## src/ledsd_pkg.sv

```systemverilog
package ledsd_pkg;

  ////////////////////////////////////////////////////////////////////////////
  // register bus
  localparam int          AXI_AW       = 18;
  typedef logic [AXI_AW-1:0] ledsd_addr_t;
  typedef logic [15:0]       ledsd_idx_t;
  localparam logic [1:0]  RESP_OKAY    = 2'h0;
  localparam logic [1:0]  RESP_SLVERR  = 2'h2;

  // register indices; byte address is four times the index
  localparam ledsd_idx_t  PINFN_IDX    = 16'h0092;
  localparam ledsd_idx_t  DCTL_IDX     = 16'h00b1;
  localparam ledsd_idx_t  DCTL2_IDX    = 16'h00b2;
  localparam ledsd_idx_t  RAM_BASE_IDX = 16'hf000;

  ////////////////////////////////////////////////////////////////////////////
  // geometry
  localparam int          NUM_SEG      = 27;
  localparam int          LED_SEGS     = 10;
  localparam int          NUM_COM      = 4;

  // field positions
  localparam int          P2H_LSB      = 5;
  localparam int          P2L_LSB      = 3;
  localparam int          P0_LSB       = 0;
  localparam int          DSP_ON_BIT   = 7;
  localparam int          DUTY_LSB     = 4;
  localparam int          CLKSEL_LSB   = 2;
  localparam int          FMR_LSB      = 0;
  localparam int          LEDSEL_BIT   = 5;
  localparam int          POL_BIT      = 4;

  // reset values and writable bits
  localparam logic [7:0]  PINFN_RST    = 8'h7f;
  localparam logic [7:0]  DCTL_RST     = 8'h12;
  localparam logic [7:0]  DCTL2_RST    = 8'h11;
  localparam logic [7:0]  PINFN_WMASK  = 8'h7f;
  localparam logic [7:0]  DCTL2_WMASK  = 8'h3f;

  // duty codes
  localparam logic [2:0]  DUTY_THIRD   = 3'h0;
  localparam logic [2:0]  DUTY_QUARTER = 3'h1;

  // scan clock sources, in field code order
  typedef enum logic [1:0] {CLK_SLOW, CLK_SLOW_DIV2, CLK_SUB_DIV128,
                            CLK_SUB_DIV256} ledsd_clk_sel_t;
  localparam logic [8:0]  SUB_DIV_LO   = 9'h080;
  localparam logic [8:0]  SUB_DIV_HI   = 9'h100;

  // scan ticks per common slot for each frame rate code
  localparam logic [5:0]  SLOT_TICKS_0 = 6'h08;
  localparam logic [5:0]  SLOT_TICKS_1 = 6'h0c;
  localparam logic [5:0]  SLOT_TICKS_2 = 6'h10;
  localparam logic [5:0]  SLOT_TICKS_3 = 6'h18;
  localparam logic [5:0]  DEAD_TICKS   = 6'h01;

endpackage : ledsd_pkg

```

## src/ledsd_regbus_if.sv

```systemverilog
`timescale 1ns/1ps
interface ledsd_regbus_if;
  import ledsd_pkg::*;
  logic        wr_en;
  ledsd_addr_t wr_addr;
  logic [7:0]  wr_data;
  logic        wr_hit;
  logic        rd_en;
  ledsd_addr_t rd_addr;
  logic [7:0]  rd_data;
  logic        rd_hit;
  modport bus  (output wr_en, wr_addr, wr_data, rd_en, rd_addr,
                input  wr_hit, rd_data, rd_hit);
  modport regs (input  wr_en, wr_addr, wr_data, rd_en, rd_addr,
                output wr_hit, rd_data, rd_hit);
endinterface : ledsd_regbus_if

```

## src/ledsd_axil_slave.sv

```systemverilog
`timescale 1ns/1ps
module ledsd_axil_slave
  import ledsd_pkg::*;
(
  // clock and reset
  input  wire logic        aclk,
  input  wire logic        aresetn,
  // write channels
  input  wire ledsd_addr_t s_awaddr,
  input  wire logic        s_awvalid,
  output      logic        s_awready,
  input  wire logic [31:0] s_wdata,
  input  wire logic [3:0]  s_wstrb,
  input  wire logic        s_wvalid,
  output      logic        s_wready,
  output      logic [1:0]  s_bresp,
  output      logic        s_bvalid,
  input  wire logic        s_bready,
  // read channels
  input  wire ledsd_addr_t s_araddr,
  input  wire logic        s_arvalid,
  output      logic        s_arready,
  output      logic [31:0] s_rdata,
  output      logic [1:0]  s_rresp,
  output      logic        s_rvalid,
  input  wire logic        s_rready,
  // register side
  ledsd_regbus_if.bus      rb
);
  import ledsd_pkg::*;

  logic        aw_held_ff;
  logic        w_held_ff;
  ledsd_addr_t awaddr_ff;
  logic [7:0]  wdata_ff;
  logic        wlane_ff;
  logic        bvalid_ff;
  logic [1:0]  bresp_ff;
  logic        rvalid_ff;
  logic [1:0]  rresp_ff;
  logic [7:0]  rdata_ff;

  assign s_awready  = !aw_held_ff && !bvalid_ff;
  assign s_wready   = !w_held_ff && !bvalid_ff;
  assign s_arready  = !rvalid_ff;
  assign s_bvalid   = bvalid_ff;
  assign s_bresp    = bresp_ff;
  assign s_rvalid   = rvalid_ff;
  assign s_rresp    = rresp_ff;
  assign s_rdata    = {24'h000000, rdata_ff};
  // a write without byte lane 0 is acknowledged but stores nothing
  assign rb.wr_en   = aw_held_ff && w_held_ff && !bvalid_ff && wlane_ff;
  assign rb.wr_addr = awaddr_ff;
  assign rb.wr_data = wdata_ff;
  assign rb.rd_en   = s_arvalid && s_arready;
  assign rb.rd_addr = s_araddr;

  ////////////////////////////////////////////////////////////////////////////
  always_ff @(posedge aclk)
  begin
    if (!aresetn)
    begin
      aw_held_ff <= 1'b0;
      w_held_ff  <= 1'b0;
      wlane_ff   <= 1'b0;
      bvalid_ff  <= 1'b0;
      bresp_ff   <= RESP_OKAY;
    end
    else
    begin
      if (s_awvalid && s_awready)
      begin
        aw_held_ff <= 1'b1;
        awaddr_ff  <= s_awaddr;
      end
      if (s_wvalid && s_wready)
      begin
        w_held_ff <= 1'b1;
        wdata_ff  <= s_wdata[7:0];
        wlane_ff  <= s_wstrb[0];
      end
      if (aw_held_ff && w_held_ff && !bvalid_ff)
      begin
        aw_held_ff <= 1'b0;
        w_held_ff  <= 1'b0;
        bvalid_ff  <= 1'b1;
        bresp_ff   <= rb.wr_hit ? RESP_OKAY : RESP_SLVERR;
      end
      else if (bvalid_ff && s_bready)
        bvalid_ff <= 1'b0;
    end
  end

  ////////////////////////////////////////////////////////////////////////////
  always_ff @(posedge aclk)
  begin
    if (!aresetn)
    begin
      rvalid_ff <= 1'b0;
      rresp_ff  <= RESP_OKAY;
    end
    else if (rb.rd_en)
    begin
      rvalid_ff <= 1'b1;
      rresp_ff  <= rb.rd_hit ? RESP_OKAY : RESP_SLVERR;
      rdata_ff  <= rb.rd_data;
    end
    else if (rvalid_ff && s_rready)
      rvalid_ff <= 1'b0;
  end

endmodule : ledsd_axil_slave

```

## src/ledsd_tick_gen.sv

```systemverilog
`timescale 1ns/1ps
module ledsd_tick_gen
  import ledsd_pkg::*;
(
  // clock and reset
  input  wire logic           aclk,
  input  wire logic           aresetn,
  // slow clock pins
  input  wire logic           slow_clock,
  input  wire logic           sub_clock,
  // control
  input  wire logic           run,
  input  wire ledsd_clk_sel_t clk_sel,
  // scan tick, one cycle
  output      logic           tick
);
  import ledsd_pkg::*;

  logic [2:0] slow_sync_ff;
  logic [2:0] sub_sync_ff;
  logic       half_ff;
  logic [8:0] sub_cnt_ff;
  logic       slow_rise;
  logic       sub_rise;
  logic [8:0] sub_lim;
  logic       sub_wrap;

  // bit 0 is the metastable stage; bits 1 and 2 feed the edge detect
  assign slow_rise = slow_sync_ff[1] && !slow_sync_ff[2];
  assign sub_rise  = sub_sync_ff[1] && !sub_sync_ff[2];
  assign sub_lim   = (clk_sel == CLK_SUB_DIV256) ? SUB_DIV_HI : SUB_DIV_LO;
  // >= so a switch from /256 to /128 never runs past the limit
  assign sub_wrap  = sub_cnt_ff >= sub_lim - 9'h001;

  always_ff @(posedge aclk)
  begin
    if (!aresetn)
    begin
      slow_sync_ff <= 3'h0;
      sub_sync_ff  <= 3'h0;
    end
    else
    begin
      slow_sync_ff <= {slow_sync_ff[1:0], slow_clock};
      sub_sync_ff  <= {sub_sync_ff[1:0], sub_clock};
    end
  end

  ////////////////////////////////////////////////////////////////////////////
  always_ff @(posedge aclk)
  begin
    if (!aresetn || !run)
    begin
      half_ff    <= 1'b0;
      sub_cnt_ff <= 9'h000;
    end
    else
    begin
      if (slow_rise)
        half_ff <= !half_ff;
      if (sub_rise)
        sub_cnt_ff <= sub_wrap ? 9'h000 : sub_cnt_ff + 9'h001;
    end
  end

  assign tick = run && (clk_sel[1] ? sub_rise && sub_wrap
                       : slow_rise && (half_ff || clk_sel == CLK_SLOW));

endmodule : ledsd_tick_gen

```

## src/ledsd_top.sv

```systemverilog
// Notes on behaviour
// - pin bits 6:5 map port2 pins 4-6
// - pin bits 4:3 map port2 pins 1-3
// - pin bits 2:0 map top N port0 pins
// - ram byte n is segment n, bit k common k
// - led select bit swaps lcd for led drive
// - led mode: segments 0-9, commons 0-3
// - led commons active low with dead time
// - polarity bit sets lit level, resets one
// - led reuses ram and control fields
// - display on bit enables driver, resets off
// - duty 000 third, 001 quarter
// - clock field selects scan clock source
// - frame rate field scales slot length
`timescale 1ns/1ps
module ledsd_top
  import ledsd_pkg::*;
(
  // clock and reset
  input  wire logic                aclk,
  input  wire logic                aresetn,
  // axi4-lite write
  input  wire ledsd_addr_t         s_awaddr,
  input  wire logic                s_awvalid,
  output      logic                s_awready,
  input  wire logic [31:0]         s_wdata,
  input  wire logic [3:0]          s_wstrb,
  input  wire logic                s_wvalid,
  output      logic                s_wready,
  output      logic [1:0]          s_bresp,
  output      logic                s_bvalid,
  input  wire logic                s_bready,
  // axi4-lite read
  input  wire ledsd_addr_t         s_araddr,
  input  wire logic                s_arvalid,
  output      logic                s_arready,
  output      logic [31:0]         s_rdata,
  output      logic [1:0]          s_rresp,
  output      logic                s_rvalid,
  input  wire logic                s_rready,
  // scan clock pins
  input  wire logic                slow_clock,
  input  wire logic                sub_clock,
  // display drive
  output      logic [NUM_COM-1:0]  common_output,
  output      logic [NUM_SEG-1:0]  segment_output,
  output      logic                light_emitter_active,
  // pin function, high where a pin is a segment
  output      logic [6:0]          port0_segment_en,
  output      logic [6:0]          port2_segment_en
);
  import ledsd_pkg::*;

  typedef enum {ST_IDLE, ST_DEAD, ST_DRIVE} ledsd_state_t;

  ////////////////////////////////////////////////////////////////////////////
  // decode helpers
  function automatic logic idx_is(input ledsd_addr_t a,
                                  input ledsd_idx_t  idx);
    idx_is = (a[1:0] == 2'h0) && (a[AXI_AW-1:2] == idx);
  endfunction : idx_is

  function automatic logic ram_hit(input ledsd_addr_t a);
    ram_hit = (a[1:0] == 2'h0) && (a[AXI_AW-1:2] >= RAM_BASE_IDX) &&
              (a[AXI_AW-1:2] < RAM_BASE_IDX + 16'(NUM_SEG));
  endfunction : ram_hit

  function automatic logic [4:0] ram_sel(input ledsd_addr_t a);
    ledsd_idx_t off;
    off     = a[AXI_AW-1:2] - RAM_BASE_IDX;
    ram_sel = off[4:0];
  endfunction : ram_sel

  // the first four segment bytes hold only their low commons
  function automatic logic [7:0] ram_mask(input logic [4:0] n);
    unique case (n)
      5'h00:   ram_mask = 8'h0f;
      5'h01:   ram_mask = 8'h1f;
      5'h02:   ram_mask = 8'h3f;
      5'h03:   ram_mask = 8'h7f;
      default: ram_mask = 8'hff;
    endcase
  endfunction : ram_mask

  // n segment pins counted down from the top pin
  function automatic logic [6:0] top_pins(input logic [2:0] n);
    top_pins = 7'(14'h3f80 >> n);
  endfunction : top_pins

  function automatic logic [2:0] top3(input logic [1:0] n);
    top3 = 3'(6'h38 >> n);
  endfunction : top3

  ////////////////////////////////////////////////////////////////////////////
  // registers and wiring
  ledsd_regbus_if rb ();

  logic [7:0]         pinfn_ff;
  logic [7:0]         dctl_ff;
  logic [7:0]         dctl2_ff;
  logic [7:0]         ram_ff [NUM_SEG];
  ledsd_state_t       state_ff;
  ledsd_state_t       nxt_state;
  logic [1:0]         com_idx_ff;
  logic [1:0]         nxt_com_idx;
  logic [5:0]         tick_cnt_ff;
  logic [5:0]         nxt_tick_cnt;
  logic               inv_ff;
  logic               nxt_inv;
  logic [NUM_COM-1:0] com_ff;
  logic [NUM_COM-1:0] nxt_com;
  logic [NUM_SEG-1:0] seg_ff;
  logic [NUM_SEG-1:0] nxt_seg;
  logic [6:0]         p0_en_ff;
  logic [6:0]         p2_en_ff;

  logic               disp_on;
  logic               led_mode;
  logic               led_pol;
  logic [2:0]         duty;
  logic [1:0]         last_com;
  logic [5:0]         slot_len;
  logic               tick;
  logic               slot_end;

  assign disp_on  = dctl_ff[DSP_ON_BIT];
  assign led_mode = dctl2_ff[LEDSEL_BIT];
  assign led_pol  = dctl2_ff[POL_BIT];
  assign duty     = dctl_ff[DUTY_LSB+2:DUTY_LSB];
  // any code but quarter duty scans as third duty
  assign last_com = (duty == DUTY_QUARTER) ? 2'h3 : 2'h2;

  always_comb
  begin
    unique case (dctl_ff[FMR_LSB+1:FMR_LSB])
      2'h0:    slot_len = SLOT_TICKS_0;
      2'h1:    slot_len = SLOT_TICKS_1;
      2'h2:    slot_len = SLOT_TICKS_2;
      default: slot_len = SLOT_TICKS_3;
    endcase
  end

  // >= so a shorter slot chosen mid-slot ends at the next tick, not after a wrap
  assign slot_end             = tick && (tick_cnt_ff >= slot_len - 6'h01);
  assign common_output        = com_ff;
  assign segment_output       = seg_ff;
  assign light_emitter_active = led_mode;
  assign port0_segment_en     = p0_en_ff;
  assign port2_segment_en     = p2_en_ff;

  ledsd_axil_slave u_slave (
    .aclk,
    .aresetn,
    .s_awaddr,
    .s_awvalid,
    .s_awready,
    .s_wdata,
    .s_wstrb,
    .s_wvalid,
    .s_wready,
    .s_bresp,
    .s_bvalid,
    .s_bready,
    .s_araddr,
    .s_arvalid,
    .s_arready,
    .s_rdata,
    .s_rresp,
    .s_rvalid,
    .s_rready,
    .rb        (rb.bus)
  );

  // scan clock stops while display is off
  ledsd_tick_gen u_tick (
    .aclk,
    .aresetn,
    .slow_clock,
    .sub_clock,
    .run        (disp_on),
    .clk_sel    (ledsd_clk_sel_t'(dctl_ff[CLKSEL_LSB+1:CLKSEL_LSB])),
    .tick       (tick)
  );

  ////////////////////////////////////////////////////////////////////////////
  // register file
  assign rb.wr_hit = idx_is(rb.wr_addr, PINFN_IDX) ||
                     idx_is(rb.wr_addr, DCTL_IDX) ||
                     idx_is(rb.wr_addr, DCTL2_IDX) || ram_hit(rb.wr_addr);
  assign rb.rd_hit = idx_is(rb.rd_addr, PINFN_IDX) ||
                     idx_is(rb.rd_addr, DCTL_IDX) ||
                     idx_is(rb.rd_addr, DCTL2_IDX) || ram_hit(rb.rd_addr);

  always_ff @(posedge aclk)
  begin
    if (!aresetn)
    begin
      pinfn_ff <= PINFN_RST;
      dctl_ff  <= DCTL_RST;
      dctl2_ff <= DCTL2_RST;
    end
    else if (rb.wr_en)
    begin
      if (idx_is(rb.wr_addr, PINFN_IDX))
        pinfn_ff <= rb.wr_data & PINFN_WMASK;
      if (idx_is(rb.wr_addr, DCTL_IDX))
        dctl_ff <= rb.wr_data;
      if (idx_is(rb.wr_addr, DCTL2_IDX))
        dctl2_ff <= rb.wr_data & DCTL2_WMASK;
    end
  end

  // ram has no reset; contents survive a display off
  always_ff @(posedge aclk)
  begin
    if (rb.wr_en && ram_hit(rb.wr_addr))
      ram_ff[ram_sel(rb.wr_addr)] <=
        rb.wr_data & ram_mask(ram_sel(rb.wr_addr));
  end

  always_comb
  begin
    rb.rd_data = 8'h00;
    if (idx_is(rb.rd_addr, PINFN_IDX))
      rb.rd_data = pinfn_ff;
    else if (idx_is(rb.rd_addr, DCTL_IDX))
      rb.rd_data = dctl_ff;
    else if (idx_is(rb.rd_addr, DCTL2_IDX))
      rb.rd_data = dctl2_ff;
    else if (ram_hit(rb.rd_addr))
      rb.rd_data = ram_ff[ram_sel(rb.rd_addr)];
  end

  ////////////////////////////////////////////////////////////////////////////
  // pin function decode
  always_ff @(posedge aclk)
  begin
    if (!aresetn)
    begin
      p0_en_ff <= 7'h00;
      p2_en_ff <= 7'h00;
    end
    else
    begin
      p0_en_ff <= top_pins(pinfn_ff[P0_LSB+2:P0_LSB]);
      p2_en_ff <= {top3(pinfn_ff[P2H_LSB+1:P2H_LSB]),
                   top3(pinfn_ff[P2L_LSB+1:P2L_LSB]), 1'b0};
    end
  end

  ////////////////////////////////////////////////////////////////////////////
  // scan sequencer
  always_comb
  begin
    nxt_state    = state_ff;
    nxt_com_idx  = com_idx_ff;
    nxt_tick_cnt = tick_cnt_ff;
    nxt_inv      = inv_ff;
    if (!disp_on)
    begin
      nxt_state    = ST_IDLE;
      nxt_com_idx  = 2'h0;
      nxt_tick_cnt = 6'h00;
      nxt_inv      = 1'b0;
    end
    else
    begin
      unique case (state_ff)
        ST_IDLE:
          nxt_state = led_mode ? ST_DEAD : ST_DRIVE;
        ST_DEAD, ST_DRIVE:
        begin
          if (tick)
            nxt_tick_cnt = tick_cnt_ff + 6'h01;
          if (state_ff == ST_DEAD && tick &&
              tick_cnt_ff == DEAD_TICKS - 6'h01)
            nxt_state = ST_DRIVE;
          if (slot_end)
          begin
            nxt_tick_cnt = 6'h00;
            nxt_state    = led_mode ? ST_DEAD : ST_DRIVE;
            if (com_idx_ff >= last_com)
            begin
              nxt_com_idx = 2'h0;
              nxt_inv     = !inv_ff;
            end
            else
              nxt_com_idx = com_idx_ff + 2'h1;
          end
        end
      endcase
    end
  end

  always_ff @(posedge aclk)
  begin
    if (!aresetn)
    begin
      state_ff    <= ST_IDLE;
      com_idx_ff  <= 2'h0;
      tick_cnt_ff <= 6'h00;
      inv_ff      <= 1'b0;
    end
    else
    begin
      state_ff    <= nxt_state;
      com_idx_ff  <= nxt_com_idx;
      tick_cnt_ff <= nxt_tick_cnt;
      inv_ff      <= nxt_inv;
    end
  end

  ////////////////////////////////////////////////////////////////////////////
  // output drive
  always_comb
  begin
    nxt_com = led_mode ? {NUM_COM{1'b1}} : {NUM_COM{1'b0}};
    nxt_seg = led_mode ? {NUM_SEG{!led_pol}} : {NUM_SEG{1'b0}};
    if (state_ff != ST_IDLE)
    begin
      if (led_mode)
      begin
        // only the drive phase pulls a common low; dead time blanks all
        if (state_ff == ST_DRIVE)
          nxt_com[com_idx_ff] = 1'b0;
        // segments follow the slot through dead time too, so a
        // uniformly filled byte gives a steady level
        for (int s = 0; s < LED_SEGS; s++)
          nxt_seg[s] = !(ram_ff[s][com_idx_ff] ^ led_pol);
      end
      else
      begin
        // digital lcd frame: selected common high, ac inverted per frame
        nxt_com[com_idx_ff] = 1'b1;
        nxt_com = nxt_com ^ {NUM_COM{inv_ff}};
        for (int s = 0; s < NUM_SEG; s++)
          nxt_seg[s] = ram_ff[s][com_idx_ff] ^ inv_ff;
      end
    end
  end

  always_ff @(posedge aclk)
  begin
    if (!aresetn)
    begin
      com_ff <= {NUM_COM{1'b0}};
      seg_ff <= {NUM_SEG{1'b0}};
    end
    else
    begin
      com_ff <= nxt_com;
      seg_ff <= nxt_seg;
    end
  end

endmodule : ledsd_top

```

## config.mk

```make
export PLATFORM = sky130hd
export DESIGN_NAME = ledsd_top
export DESIGN_NICKNAME = d
export VERILOG_FILES = /design/src/ledsd_pkg.sv /design/src/ledsd_regbus_if.sv /design/src/ledsd_axil_slave.sv /design/src/ledsd_tick_gen.sv /design/src/ledsd_top.sv
export SDC_FILE = /design/constraint.sdc
export NUM_CORES = 1
export LEC_CHECK = 0
export BUFFER_PORTS_ARGS = -buffer_cell sky130_fd_sc_hd__buf_4
export CORE_MARGIN = 4
export CORE_UTILIZATION = 35
export DETAILED_ROUTE_END_ITERATION = 8
export MAX_ROUTING_LAYER = met4
export SYNTH_ARGS = -nofsm -noshare
export SYNTH_HDL_FRONTEND = slang
export SYNTH_HIERARCHICAL = 1
export SYNTH_SLANG_ARGS = --single-unit
```

## constraint.sdc

```tcl
create_clock -name aclk -period 5.45 [get_ports aclk]
set_input_delay 0.2725 -clock aclk [delete_from_list [all_inputs] [get_ports aclk]]
set_output_delay 0.2725 -clock aclk [all_outputs]
set_load 0.01 [all_outputs]
```

==> summary.txt, run 1 <==
Routed WL per cell = 20.7 um
Post-synth top area share = 51.8%
Routed wire length = 40100 um
Synth top area cells = edfxtp_1 (52%), dfxtp_1 (12%), mux4_2 (9.9%)
First-pass GRT wire length = 60900 um
R2R Path End = com_idx_ff[1]
Hold_sp = s_awvalid
Synth area leader = edfxtp_1
Placed inst area = 18200 um^2
Total die area = 51600 um^2
Clock sinks = 389
Ys Warns = 6
Post-Syn Area = 16800 um^2
Cells after synthesis = 1125
Count of final hold-check violations = 0
CP Capture Type = flip-flop
Setup slack, reg-to-reg = 2.04 ns
Dpl hpwl = 27300 um
CTS clk-pin slew, worst paths = 0.06 ns
Max Slew Vio Count = 0
Final Skew = 0.0351 ns
Max Clk Rate = 0.294 GHz
Largest net degree at the start of global routing = 62
Initial core utilization = 35.3%
Layout cells sized above 1 = 22.0%
Pre-CTS WS = 2.11 ns
Final setup violation count = 0
Most used DFF post-synth = edfxtp_1
Setup tns final = 0 ns
RSZ-0062 raised after global routing = no
Rows = 80
DR vias/cell = 5.14
Worst-Margin Slew = 1.13 ns
Clk root buf = clkbuf_16
PD cells = 316 nW/um^2
Post-synthesis sequential area ratio = 63.6%
Period utilisation layout = 62.5%
Max Cap Violations = 0
Gr ovfl total = 0
H-tree Lvls = 2
Post-synth EDFFs = 290
Min-delay worst type = in2reg
Hold buffers post-CTS = 31
Worst EP arrival = 3.88 ns
DRT iter0 DRCs = 788
Area added between synthesis and finish = 17.6%
Initial antenna violation count = 0
Die Span Y = 227 um
Worst reg2reg path startpoint = dctl_ff[3]
Core Region = 47600 um^2
Worst skew pair latency = 0.55 ns
Worst-case vdd ir drop = 0.239 mV
CTS tree = done
IO buf count = 113
Setup CP Type = reg2reg
Vias post-DR = 9953
CP startpoint kind = flip-flop
Post-route DRC = 0
Drt first pass iters = 5
Post-layout minimum cycle time = 3.41 ns
Status = finished, final reports clean
Largest fanout on the critical path = 6
I/O pin count = 168
Async S/R FF share, synth = 0%
Hold Crit Depth = 3
Hold path endpoint = u_slave/aw_held_ff
Routability cong. = 0.826
Die width = 227 um
LEAKAGE = 6.93 nW
Slew HR = 25.0%
Final ANT Viol Nets = 0
Num CTS Buffers = 40
FF+latch count, synth = 389
Fin Hold WS = 0.0254 ns
Yosys cell types = 88
Tot GR Track Use = 15.9%
Clock Path Buffers = 3
Avg Cell Area, Syn = 14.9 um^2
Fin nets = 1390
Critical path data required time = 5.92 ns
Finished Cell Area = 19800 um^2
CTS resizes = 0
Vias in the first global route = 10000
Final WS setup = 2.04 ns
Post-CTS setup buffer count = 0
Cell count of the worst reg-to-reg path = 10
power by group:
group / internal (W) / switching (W) / leakage, nW
Sequential: 0.00322 / 0.0000191 / 3.45
Clock: 0.00160 / 0.00111 / 0.640
Combinational: 0.000132 / 0.000175 / 2.83
Total: 0.00495 / 0.00131 / 6.93
area by class of cell:
cell class / count / area [um^2]
antenna: 1 / 2.50
tap: 615 / 769
multi-input combinational: 681 / 5670
fill: 4338 / 27900
timing repair buffer: 160 / 1280
sequential: 389 / 10700
clock inverter: 17 / 166
clock buffer: 56 / 1130
inverter: 18 / 67.6
registers in the layout, indices dropped and copies added, names as in the netlist, 2 cells and up:
register and flops:
u_tick/slow_sync_ff 3, u_slave/rb.wr_data 8, pinfn_ff 7, port2_segment_en 6, u_tick/sub_sync_ff 3, com_idx_ff 2, tick_cnt_ff 6, dctl_ff 8
u_tick/sub_cnt_ff 9, dctl2_ff 6, u_slave/rb.wr_addr 18, u_slave/rdata_ff 8, common_output 4, state_ff 2, ram_ff 256, port0_segment_en 7
segment_output 27
how the worst max path moves through the flow:
stage                           from              to  slack (ns)  cells after the start
final                     dctl_ff[3]   com_idx_ff[1]        2.04                     10
after global routing      dctl_ff[3]   com_idx_ff[1]        1.79                     10
after CTS                 dctl_ff[3]   com_idx_ff[1]        2.09                     10
after detailed placement  dctl_ff[3]   com_idx_ff[1]        2.11                     10
after global placement    dctl_ff[3]   com_idx_ff[1]        2.18                     10
after floorplan           dctl_ff[3]  tick_cnt_ff[5]        2.75                     10
Yosys cell counts, drive strengths merged, types with 26 or more instances:
cell type and number:
nor2 49, mux2i 52, xnor2 31, buf 79, nor2b 27, o21ai 43, nand2 54, dfxtp 99
a21oi 26, and2 33, mux4 75, edfxtp 290
worst max-delay path, stage by stage, from the launching register on:
cell     delay [ns]
dfxtp_1        0.42
nand2_1        0.08
ha_1           0.28
nand3_1        0.14
o311a_1        0.37
nor4b_1        0.85
and2_1         0.36
o21ai_1        0.16
nor2_1         0.37
nand3_1        0.13
a21oi_1        0.18
cells by family (layout without fill, tap and decap cells):
group / after synthesis / count (layout) / share of synthesized area, %
flip-flops: 389 / 389 / 63.6
AND/OR/NAND/NOR: 259 / 259 / 8.52
AO/OA/AOI/OAI: 167 / 167 / 6.87
multiplexers: 133 / 133 / 13.6
buffers and inverters: 120 / 251 / 4.18
XOR/XNOR: 35 / 35 / 1.82
adder cells (fa/ha/maj): 19 / 19 / 1.41
other: 3 / 69 / 0.0669
cell usage in the layout, fill, tap and decap left out, types with 5 or more instances in the layout:
cell           synthesis  layout
o21ai_0               16      16
o22ai_1               12      12
nor4_1                 5       5
clkbuf_16              0      41
clkbuf_1              22      10
a211oi_1              10      10
nand2b_1               7       7
a221oi_1               6       6
a21oi_1               26      26
xnor2_1               31      31
ha_1                  19      19
a21o_1                 7       7
nor2_1                49      49
and2_1                32      32
nor3_1                15      15
o21a_1                16      16
nand3_1               14      14
clkbuf_8               0       5
nor2b_1               27      26
inv_1                 17      17
nand4_1                6       6
clkinv_2               0       5
and3_1                 5       5
mux4_2                74      74
dlygate4sd3_1          0      31
mux2i_1               52      52
conb_1                 3      68
o21ai_1               27      27
o31ai_1                5       5
dfxtp_1               99      98
clkinv_1               0       5
nand2_1               53      53
edfxtp_1             290     290
buf_4                 49     129
metrics by stage:
stage / instances / total power [W] / util, %
after floorplan: 1190 / 0.00350 / -
after global placement: 1832 / 0.00359 / 38.1
after detailed placement: 1832 / 0.00359 / 38.1
after CTS: 1936 / 0.00632 / 41.5
after global routing: 1936 / 0.00648 / 41.5
final: 1937 / 0.00625 / 41.5
metal layers:
metal  track usage (%)  part of all wire (%)
met5                 -                     0
met2              26.7                    50
met3              3.02                   5.7
met4              4.20                   2.2
met1              20.0                    42
Power figures use the tool's default switching activity.
==> run 2, diff against run 1 <==
--- a/config.mk
+++ b/config.mk
@@ -5,6 +5,7 @@
 export SDC_FILE = /design/constraint.sdc
 export NUM_CORES = 1
 export LEC_CHECK = 0
+export ABC_AREA = 1
 export BUFFER_PORTS_ARGS = -buffer_cell sky130_fd_sc_hd__buf_4
 export CORE_MARGIN = 4
 export CORE_UTILIZATION = 35
==> constraint.sdc (replaced) <==
create_clock -name aclk -period 2.9 [get_ports aclk]
set_input_delay 0.145 -clock aclk [delete_from_list [all_inputs] [get_ports aclk]]
set_output_delay 0.145 -clock aclk [all_outputs]
set_load 0.01 [all_outputs]
==> run 2 against run 1 <==
Register-to-register slack got worse by 1.6 ns. Synthesized cell count rose by 60%. Fmax rose by 41%. Critical path depth rose by 3. Sequential cell count did not move. Clock skew fell by 0.0071 ns. First-iteration DRC count rose by 64%. Critical endpoint is now tick_cnt_ff[5]. Largest power group unchanged.
==> summary.txt, run 2 <==
Status = finished, final reports clean
Drt first pass iters = 6 (+1)
Commonest cells in the synthesized netlist = nand2_1 (386), edfxtp_1 (290), nor2_1 (218)
Clock sinks = 389 (unchanged)
FF+latch count, synth = 389 (unchanged)
Max Clk Rate = 0.415 GHz (+41%)
Tot GR Track Use = 17.9% (+2.0 points)
Clock Path Buffers = 3 (unchanged)
Biggest register = ram_ff
Power, Total = 0.0122 W (+95%)
Finished Cell Area = 20900 um^2 (+5.9%)
LEAKAGE = 8.54 nW (+23%)
CTS clk-pin slew, worst paths = 0.06 ns (about the same)
Global route hottest layer = met2
Cells after synthesis = 1802 (+60%)
Hold path endpoint = u_slave/rdata_ff[6]
Worst-Margin Slew = 1.05 ns (-0.0771 ns)
Post-synthesis sequential area ratio = 61.4% (-2.2 points)
IO buf count = 113 (unchanged)
Final ANT Viol Nets = 0 (unchanged)
Comb pwr share = 5.5% (+0.6 points)
Min-delay worst type = in2reg
Worst skew pair latency = 0.57 ns (+0.02 ns)
Area added between synthesis and finish = 20.2%
Worst-case vdd ir drop = 0.355 mV (+48%)
Max Cap Violations = 0 (unchanged)
Async S/R FF share, synth = 0% (unchanged)
H-tree Lvls = 2 (unchanged)
Sw Pwr = 0.00266 W (+100%)
Max FFs per register = 256 (unchanged)
Highest-count cells in the layout ignoring fill and taps = nand2_1 (386), edfxtp_1 (290), nor2_1 (218), buf_4 (182), inv_1 (148)
R2R Path End = tick_cnt_ff[5]
Fillers = 4737 (+9.2%)
CTS resizes = 0 (unchanged)
Largest stage delay, worst path = 0.38 ns (-0.47 ns)
Layout cells sized above 1 = 14.5% (-7.5 points)
Placed inst area = 19200 um^2 (+5.6%)
Synth top area cells = edfxtp_1 (50%), dfxtp_1 (11%), nand2_1 (8.3%)
Setup tns final = 0 ns (unchanged)
Setup slack, reg-to-reg = 0.49 ns (-1.55 ns)
Total die area = 53400 um^2 (+3.4%)
First-pass GRT wire length = 72700 um (+19%)
Final Skew = 0.0280 ns (-0.00708 ns)
Post-CTS setup buffer count = 0 (unchanged)
Post-route DRC = 0 (unchanged)
Count leader, synth = nand2_1
Die width = 231 um (+1.7%)
Slew HR = 30.0% (+5.1 points)
Ys Warns = 6 (unchanged)
Synth area leader = edfxtp_1
Setup CP Type = reg2reg
RSZ-0062 raised after global routing = no
Grt met3 use = 2.42% (-0.60 points)
Core Region = 49100 um^2 (+3.0%)
Most common cell after layout, fill and taps aside = nand2_1
GR Layer Usage met2 = 29.2% (+2.5 points)
Pre-CTS WS = 0.500 ns (-1.61 ns)
Rows = 81 (+1.3%)
Clk root buf = clkbuf_16
DRT iter0 DRCs = 1292 (+64%)
Initial antenna violation count = 0 (unchanged)
Cell Int Power = 0.00953 W (+93%)
Dpl hpwl = 32300 um (+18%)
Hold buffers post-CTS = 37 (+19%)
Most used DFF post-synth = edfxtp_1
Post-synth top area share = 50.0% (-1.8 points)
GR met1 Demand/Resource = 23.7% (+3.7 points)
Number of inserted diodes = 0 (-1)
Final WS setup = 0.492 ns (-1.55 ns)
Crit-path cells = nand2_1 -> ha_1 -> inv_1 -> nor2_1 -> nand2_1 -> nand3_2 -> nand2_4 -> a21oi_2 -> nand2_1 -> nor4_1 -> nand3_1 -> xor2_1 -> nor2_1
Count of final hold-check violations = 0 (unchanged)
Fin nets = 2112 (+52%)
Part of the power in the clock network = 44.6% (+1.3 points)
Avg Cell Area, Syn = 9.67 um^2 (-35%)
Cell count of the worst reg-to-reg path = 13 (+3)
Hold Crit Depth = 5 (+2)
Gr ovfl total = 0 (unchanged)
Routed wire length = 47400 um (+18%)
Period utilisation layout = 83.0% (+21 points)
Max Slew Vio Count = 0 (unchanged)
Worst EP arrival = 2.83 ns (-1.05 ns)
Largest fanout on the critical path = 5 (-1)
Post-Syn Area = 17400 um^2 (+3.6%)
DR vias/cell = 4.88 (-5.0%)
Slowest stage cell, crit path = dfxtp_1
Flop pwr share = 49.9% (-1.9 points)
Vias post-DR = 13200 (+33%)
PD cells = 582 nW/um^2 (+84%)
Largest net degree at the start of global routing = 53 (-15%)
Routability cong. = 0.875 (+5.9%)
CTS tree = done
Critical path data required time = 3.32 ns (-2.60 ns)
Net Sw Frac = 21.8% (+0.93 points)
Routed WL per cell = 17.5 um (-15%)
Hold_sp = s_araddr[7]
CP Capture Type = flip-flop
Die Span Y = 231 um (+1.7%)
Worst reg2reg path startpoint = dctl_ff[3]
Post-layout minimum cycle time = 2.41 ns (-0.999 ns)
Post-synth EDFFs = 290 (unchanged)
Yosys cell types = 46 (-48%)
I/O pin count = 168 (unchanged)
Vias in the first global route = 12800 (+28%)
Initial core utilization = 35.5% (+0.21 points)
CP startpoint kind = flip-flop
Final setup violation count = 0 (unchanged)
Most Frequent Cell on Critical Path = nand2_1
Num CTS Buffers = 43 (+7.5%)
run 2: worst max path at each step:
stage / from / to / slack [ns]
finish: dctl_ff[3] / tick_cnt_ff[5] / 0.49
global route: dctl_ff[3] / tick_cnt_ff[5] / 0.28
CTS: u_slave/rb.wr_addr[1] / ram_ff[18][6] / 0.49
detailed placement: u_slave/rb.wr_addr[1] / ram_ff[18][0] / 0.50
global placement: u_slave/rb.wr_addr[1] / ram_ff[18][3] / 0.52
floorplan: dctl_ff[3] / tick_cnt_ff[5] / 0.82
run 2: critical path, delay by kind of cell (launching register included):
kind	cells	cell delay [ns]
XOR/XNOR	1	0.16
flip-flops	1	0.38
AO/OA/AOI/OAI	1	0.26
buffers and inverters	1	0.05
AND/OR/NAND/NOR	9	1.17
adder cells (fa/ha/maj)	1	0.27
run 2: per-stage QoR:
step                util (%)  hold slack (ns)  cells
finish                  42.7            0.153   2708
global route            42.7            0.136   2708
CTS                     42.7            0.113   2708
detailed placement      39.1            0.325   2594
global placement        39.1            0.325   2594
floorplan                  -            0.238   1867
run 2: final cells by class:
cell class / instances / area (um^2) / area share [%]
clock buffer: 57 / 1160 / 5.54
clock inverter: 20 / 226 / 1.08
inverter: 167 / 627 / 2.99
sequential: 389 / 10700 / 51.1
timing repair buffer: 220 / 1760 / 8.39
tap: 664 / 831 / 3.97
multi-input combinational: 1191 / 5650 / 27.0
run 2: cell families after synthesis:
kind of cell	Yosys count	synth area share, %
simple gates	816	20.1
flops	389	61.4
buf+inv	287	7.63
compound gates	261	8.09
xor+xnor	27	1.36
fa+ha+maj	19	1.36
other cells	3	0.0647
run 2: layer usage:
metal	part of all wire (%)	vias up	routed length, um
met2	48	480	22600
met5	0	-	0
met3	6.8	89	3210
met4	2.4	0	1160
met1	43	6289	20500
li1	-	6359	-
run 2: power by group through the flow:
| stage | clock network (W) | logic (W) | registers [W] |
|---|---|---|---|
| after detailed placement | 0 | 0.000628 | 0.00620 |
| after global placement | 0 | 0.000622 | 0.00620 |
| after floorplan | 0 | 0.000391 | 0.00620 |
| final | 0.00543 | 0.000675 | 0.00608 |
| after global routing | 0.00579 | 0.000742 | 0.00609 |
| after CTS | 0.00555 | 0.000672 | 0.00608 |
==> run 3, diff against run 2 <==
--- a/config.mk
+++ b/config.mk
@@ -5,7 +5,7 @@
 export SDC_FILE = /design/constraint.sdc
 export NUM_CORES = 1
 export LEC_CHECK = 0
-export ABC_AREA = 1
+export ABC_AREA = 0
 export BUFFER_PORTS_ARGS = -buffer_cell sky130_fd_sc_hd__buf_4
 export CORE_MARGIN = 4
 export CORE_UTILIZATION = 35
==> constraint.sdc (replaced) <==
create_clock -name aclk -period 2 [get_ports aclk]
set_input_delay 0.1 -clock aclk [delete_from_list [all_inputs] [get_ports aclk]]
set_output_delay 0.1 -clock aclk [all_outputs]
set_load 0.01 [all_outputs]
==> run 3 against run 2 <==
First-iteration DRC count down 35%. Combinational power up 57%. Non-clock buffer count up 112. Final cell count down 22%. Largest power group unchanged. Critical path depth down 2. Critical path type unchanged. Worst setup slack worse by 0.78 ns. Sequential share of layout area down 2.2 points. Sequential power up 45%. The flow now finishes with violations (setup timing). Via count down 18%. Clock skew down 0.0082 ns. Global-route usage down 0.92 points. Highest routed layer unchanged.
==> summary.txt, run 3 (same netlist as run 1, synthesis figures left out) <==
Clock Path Buffers = 3 (unchanged)
Number of inserted diodes = 0 (unchanged)
Initial core utilization = 35.3% (-0.21 points)
CTS clk-pin slew, worst paths = 0.07 ns (about the same)
Vias post-DR = 10800 (-18%)
Largest fanout on the critical path = 4 (-1)
Num CTS Buffers = 41 (-4.7%)
Period utilisation layout = 114% (+31 points)
Setup CP Type = reg2reg
Post-layout minimum cycle time = 2.28 ns (-0.124 ns)
Status = finished, violations left
Fillers = 4108 (-13%)
Dpl hpwl = 30400 um (-5.7%)
Grt met3 use = 2.35% (-0.074 points)
Reg area = 10700 um^2 (about the same)
Rows = 80 (-1.2%)
Worst EP arrival = 2.70 ns (-0.13 ns)
Vias in the first global route = 10900 (-15%)
IO buf count = 113 (unchanged)
Worst-Margin Slew = 0.859 ns (-0.189 ns)
Global route hottest layer = met2
Core Region = 47600 um^2 (-2.9%)
Highest-count cells in the layout ignoring fill and taps = edfxtp_1 (290), buf_4 (247), dfxtp_1 (96), mux4_2 (74), conb_1 (68)
Die width = 227 um (-1.7%)
Final setup violation count = 13 (+13)
LEAKAGE = 7.99 nW (-6.5%)
Gr ovfl total = 0 (unchanged)
Pre-CTS WS = -0.542 ns (-1.04 ns)
Post-route DRC = 0 (unchanged)
Clk root buf = clkbuf_16
Largest net degree at the start of global routing = 43 (-19%)
Area added between synthesis and finish = 30.3%
First-pass GRT wire length = 65100 um (-10%)
PD cells = 782 nW/um^2 (+34%)
H-tree Lvls = 2 (unchanged)
GR met1 Demand/Resource = 21.6% (-2.1 points)
Slowest stage cell, crit path = dfxtp_2
Failing checks = setup timing
Routed WL per cell = 20.6 um (+18%)
Total die area = 51600 um^2 (-3.3%)
CP startpoint kind = flip-flop
Initial antenna violation count = 0 (unchanged)
Routed wire length = 43500 um (-8.4%)
Multi-input combinational cell area = 6160 um^2 (+9.1%)
Die Span Y = 227 um (-1.7%)
Critical path data required time = 2.42 ns (-0.90 ns)
Final ANT Viol Nets = 0 (unchanged)
Biggest register = ram_ff
Max FFs per register = 256 (unchanged)
Max Cap Violations = 0 (unchanged)
Max Slew Vio Count = 0 (unchanged)
CTS tree = done
Fin nets = 1563 (-26%)
Fin Hold WS = 0.199 ns (+0.0458 ns)
Worst-case vdd ir drop = 0.459 mV (+29%)
Most common cell after layout, fill and taps aside = edfxtp_1
Final WS setup = -0.284 ns (-0.776 ns)
I/O pin count = 168 (unchanged)
DR vias/cell = 5.13 (+5.1%)
Layout cells sized above 1 = 35.3% (+21 points)
Crit-path cells = nand2_2 -> ha_4 -> nand3_4 -> o311a_4 -> nor4b_4 -> and2_4 -> buf_4 -> o21ai_4 -> nor3_2 -> xnor2_1 -> nor2_1
Final Skew = 0.0198 ns (-0.00815 ns)
DRT iter0 DRCs = 840 (-35%)
CP Capture Type = flip-flop
Clock sinks = 389 (unchanged)
Routability cong. = 0.939 (+7.2%)
Largest stage delay, worst path = 0.33 ns (-0.05 ns)
Count of final hold-check violations = 0 (unchanged)
RSZ-0062 raised after global routing = yes
Slew HR = 42.7% (+13 points)
Buffers & Inverters on Critical Path = 1 (unchanged)
CP top delay family = simple AND/OR/NAND/NOR gates
Worst skew pair latency = 0.55 ns (-0.02 ns)
Tot GR Track Use = 17.0% (-0.92 points)
GR Layer Usage met2 = 28.7% (-0.49 points)
Max Clk Rate = 0.438 GHz (+5.4%)
Min-delay worst type = in2reg
Drt first pass iters = 5 (-1)
[run 3: cell count changes in the layout (fill, tap and decap cells not counted), moves of 51 or more]
| cell | before | now |
|---|---|---|
| nand3_1 | 133 | 9 |
| mux2i_1 | 0 | 51 |
| o21ai_0 | 96 | 15 |
| nor2_1 | 218 | 23 |
| a21oi_1 | 117 | 22 |
| buf_4 | 182 | 247 |
| mux4_2 | 0 | 74 |
| inv_1 | 148 | 17 |
| nand2_1 | 386 | 44 |
[run 3: power by group]
| part | internal [W] | switching (W) |
|---|---|---|
| Clock | 0.00416 | 0.00310 |
| Sequential | 0.00877 | 0.0000456 |
| Combinational | 0.000496 | 0.000560 |
[run 3: stage by stage]
stage | total power, W | util, % | area, um^2 | instances | TNS (ns)
global route | 0.0177 | 46.0 | 21900 | 2107 | -5.25
detailed placement | 0.00995 | 41.2 | 19600 | 1990 | -21.74
CTS | 0.0172 | 45.2 | 21500 | 2103 | -2.46
finish | 0.0171 | 46.0 | 21900 | 2107 | -1.98
global placement | 0.00994 | 41.2 | 19600 | 1990 | -14.21
floorplan | 0.00954 | - | 17100 | 1190 | -1.58
[run 3: repair_timing]
action	4_1_cts	5_1_grt
endpoints found under the setup margin	242	291
hold buffers	36	0
buffers inserted	5	4
pin swaps	23	28
endpoints found under the hold margin	37	0
gates resized for setup	71	70
[run 3: final cells by class]
class                   instances  share of cell area, %
flip-flops and latches        389                   48.8
well taps                     615                   3.51
clock inverters                12                  0.503
multi-input cells             681                   28.1
clock buffers                  60                   5.29
inverters                      18                  0.308
repair buffers                332                   13.5
[run 3: path summary, 6_finish.rpt]
kind / cells after the start / end / from / slack, ns
max: 11 / inv_ff / dctl_ff[2] / -0.28
min reg2reg: 1 / u_tick/slow_sync_ff[1] / u_tick/slow_sync_ff[0] / 0.43
min: 4 / u_slave/rdata_ff[1] / s_araddr[6] / 0.20
max reg2reg: 11 / inv_ff / dctl_ff[2] / -0.28
[run 3: worst min-delay path, cell delays in order]
cell,delay (ns)
buf_4,0.20
a21oi_1,0.06
o311ai_1,0.11
o211ai_1,0.09
[run 3: metal layers]
metal	vias up	wire length, um
met5	-	0
met4	0	1160
met3	76	2350
met2	384	21800
met1	5462	18200
li1	4882	-
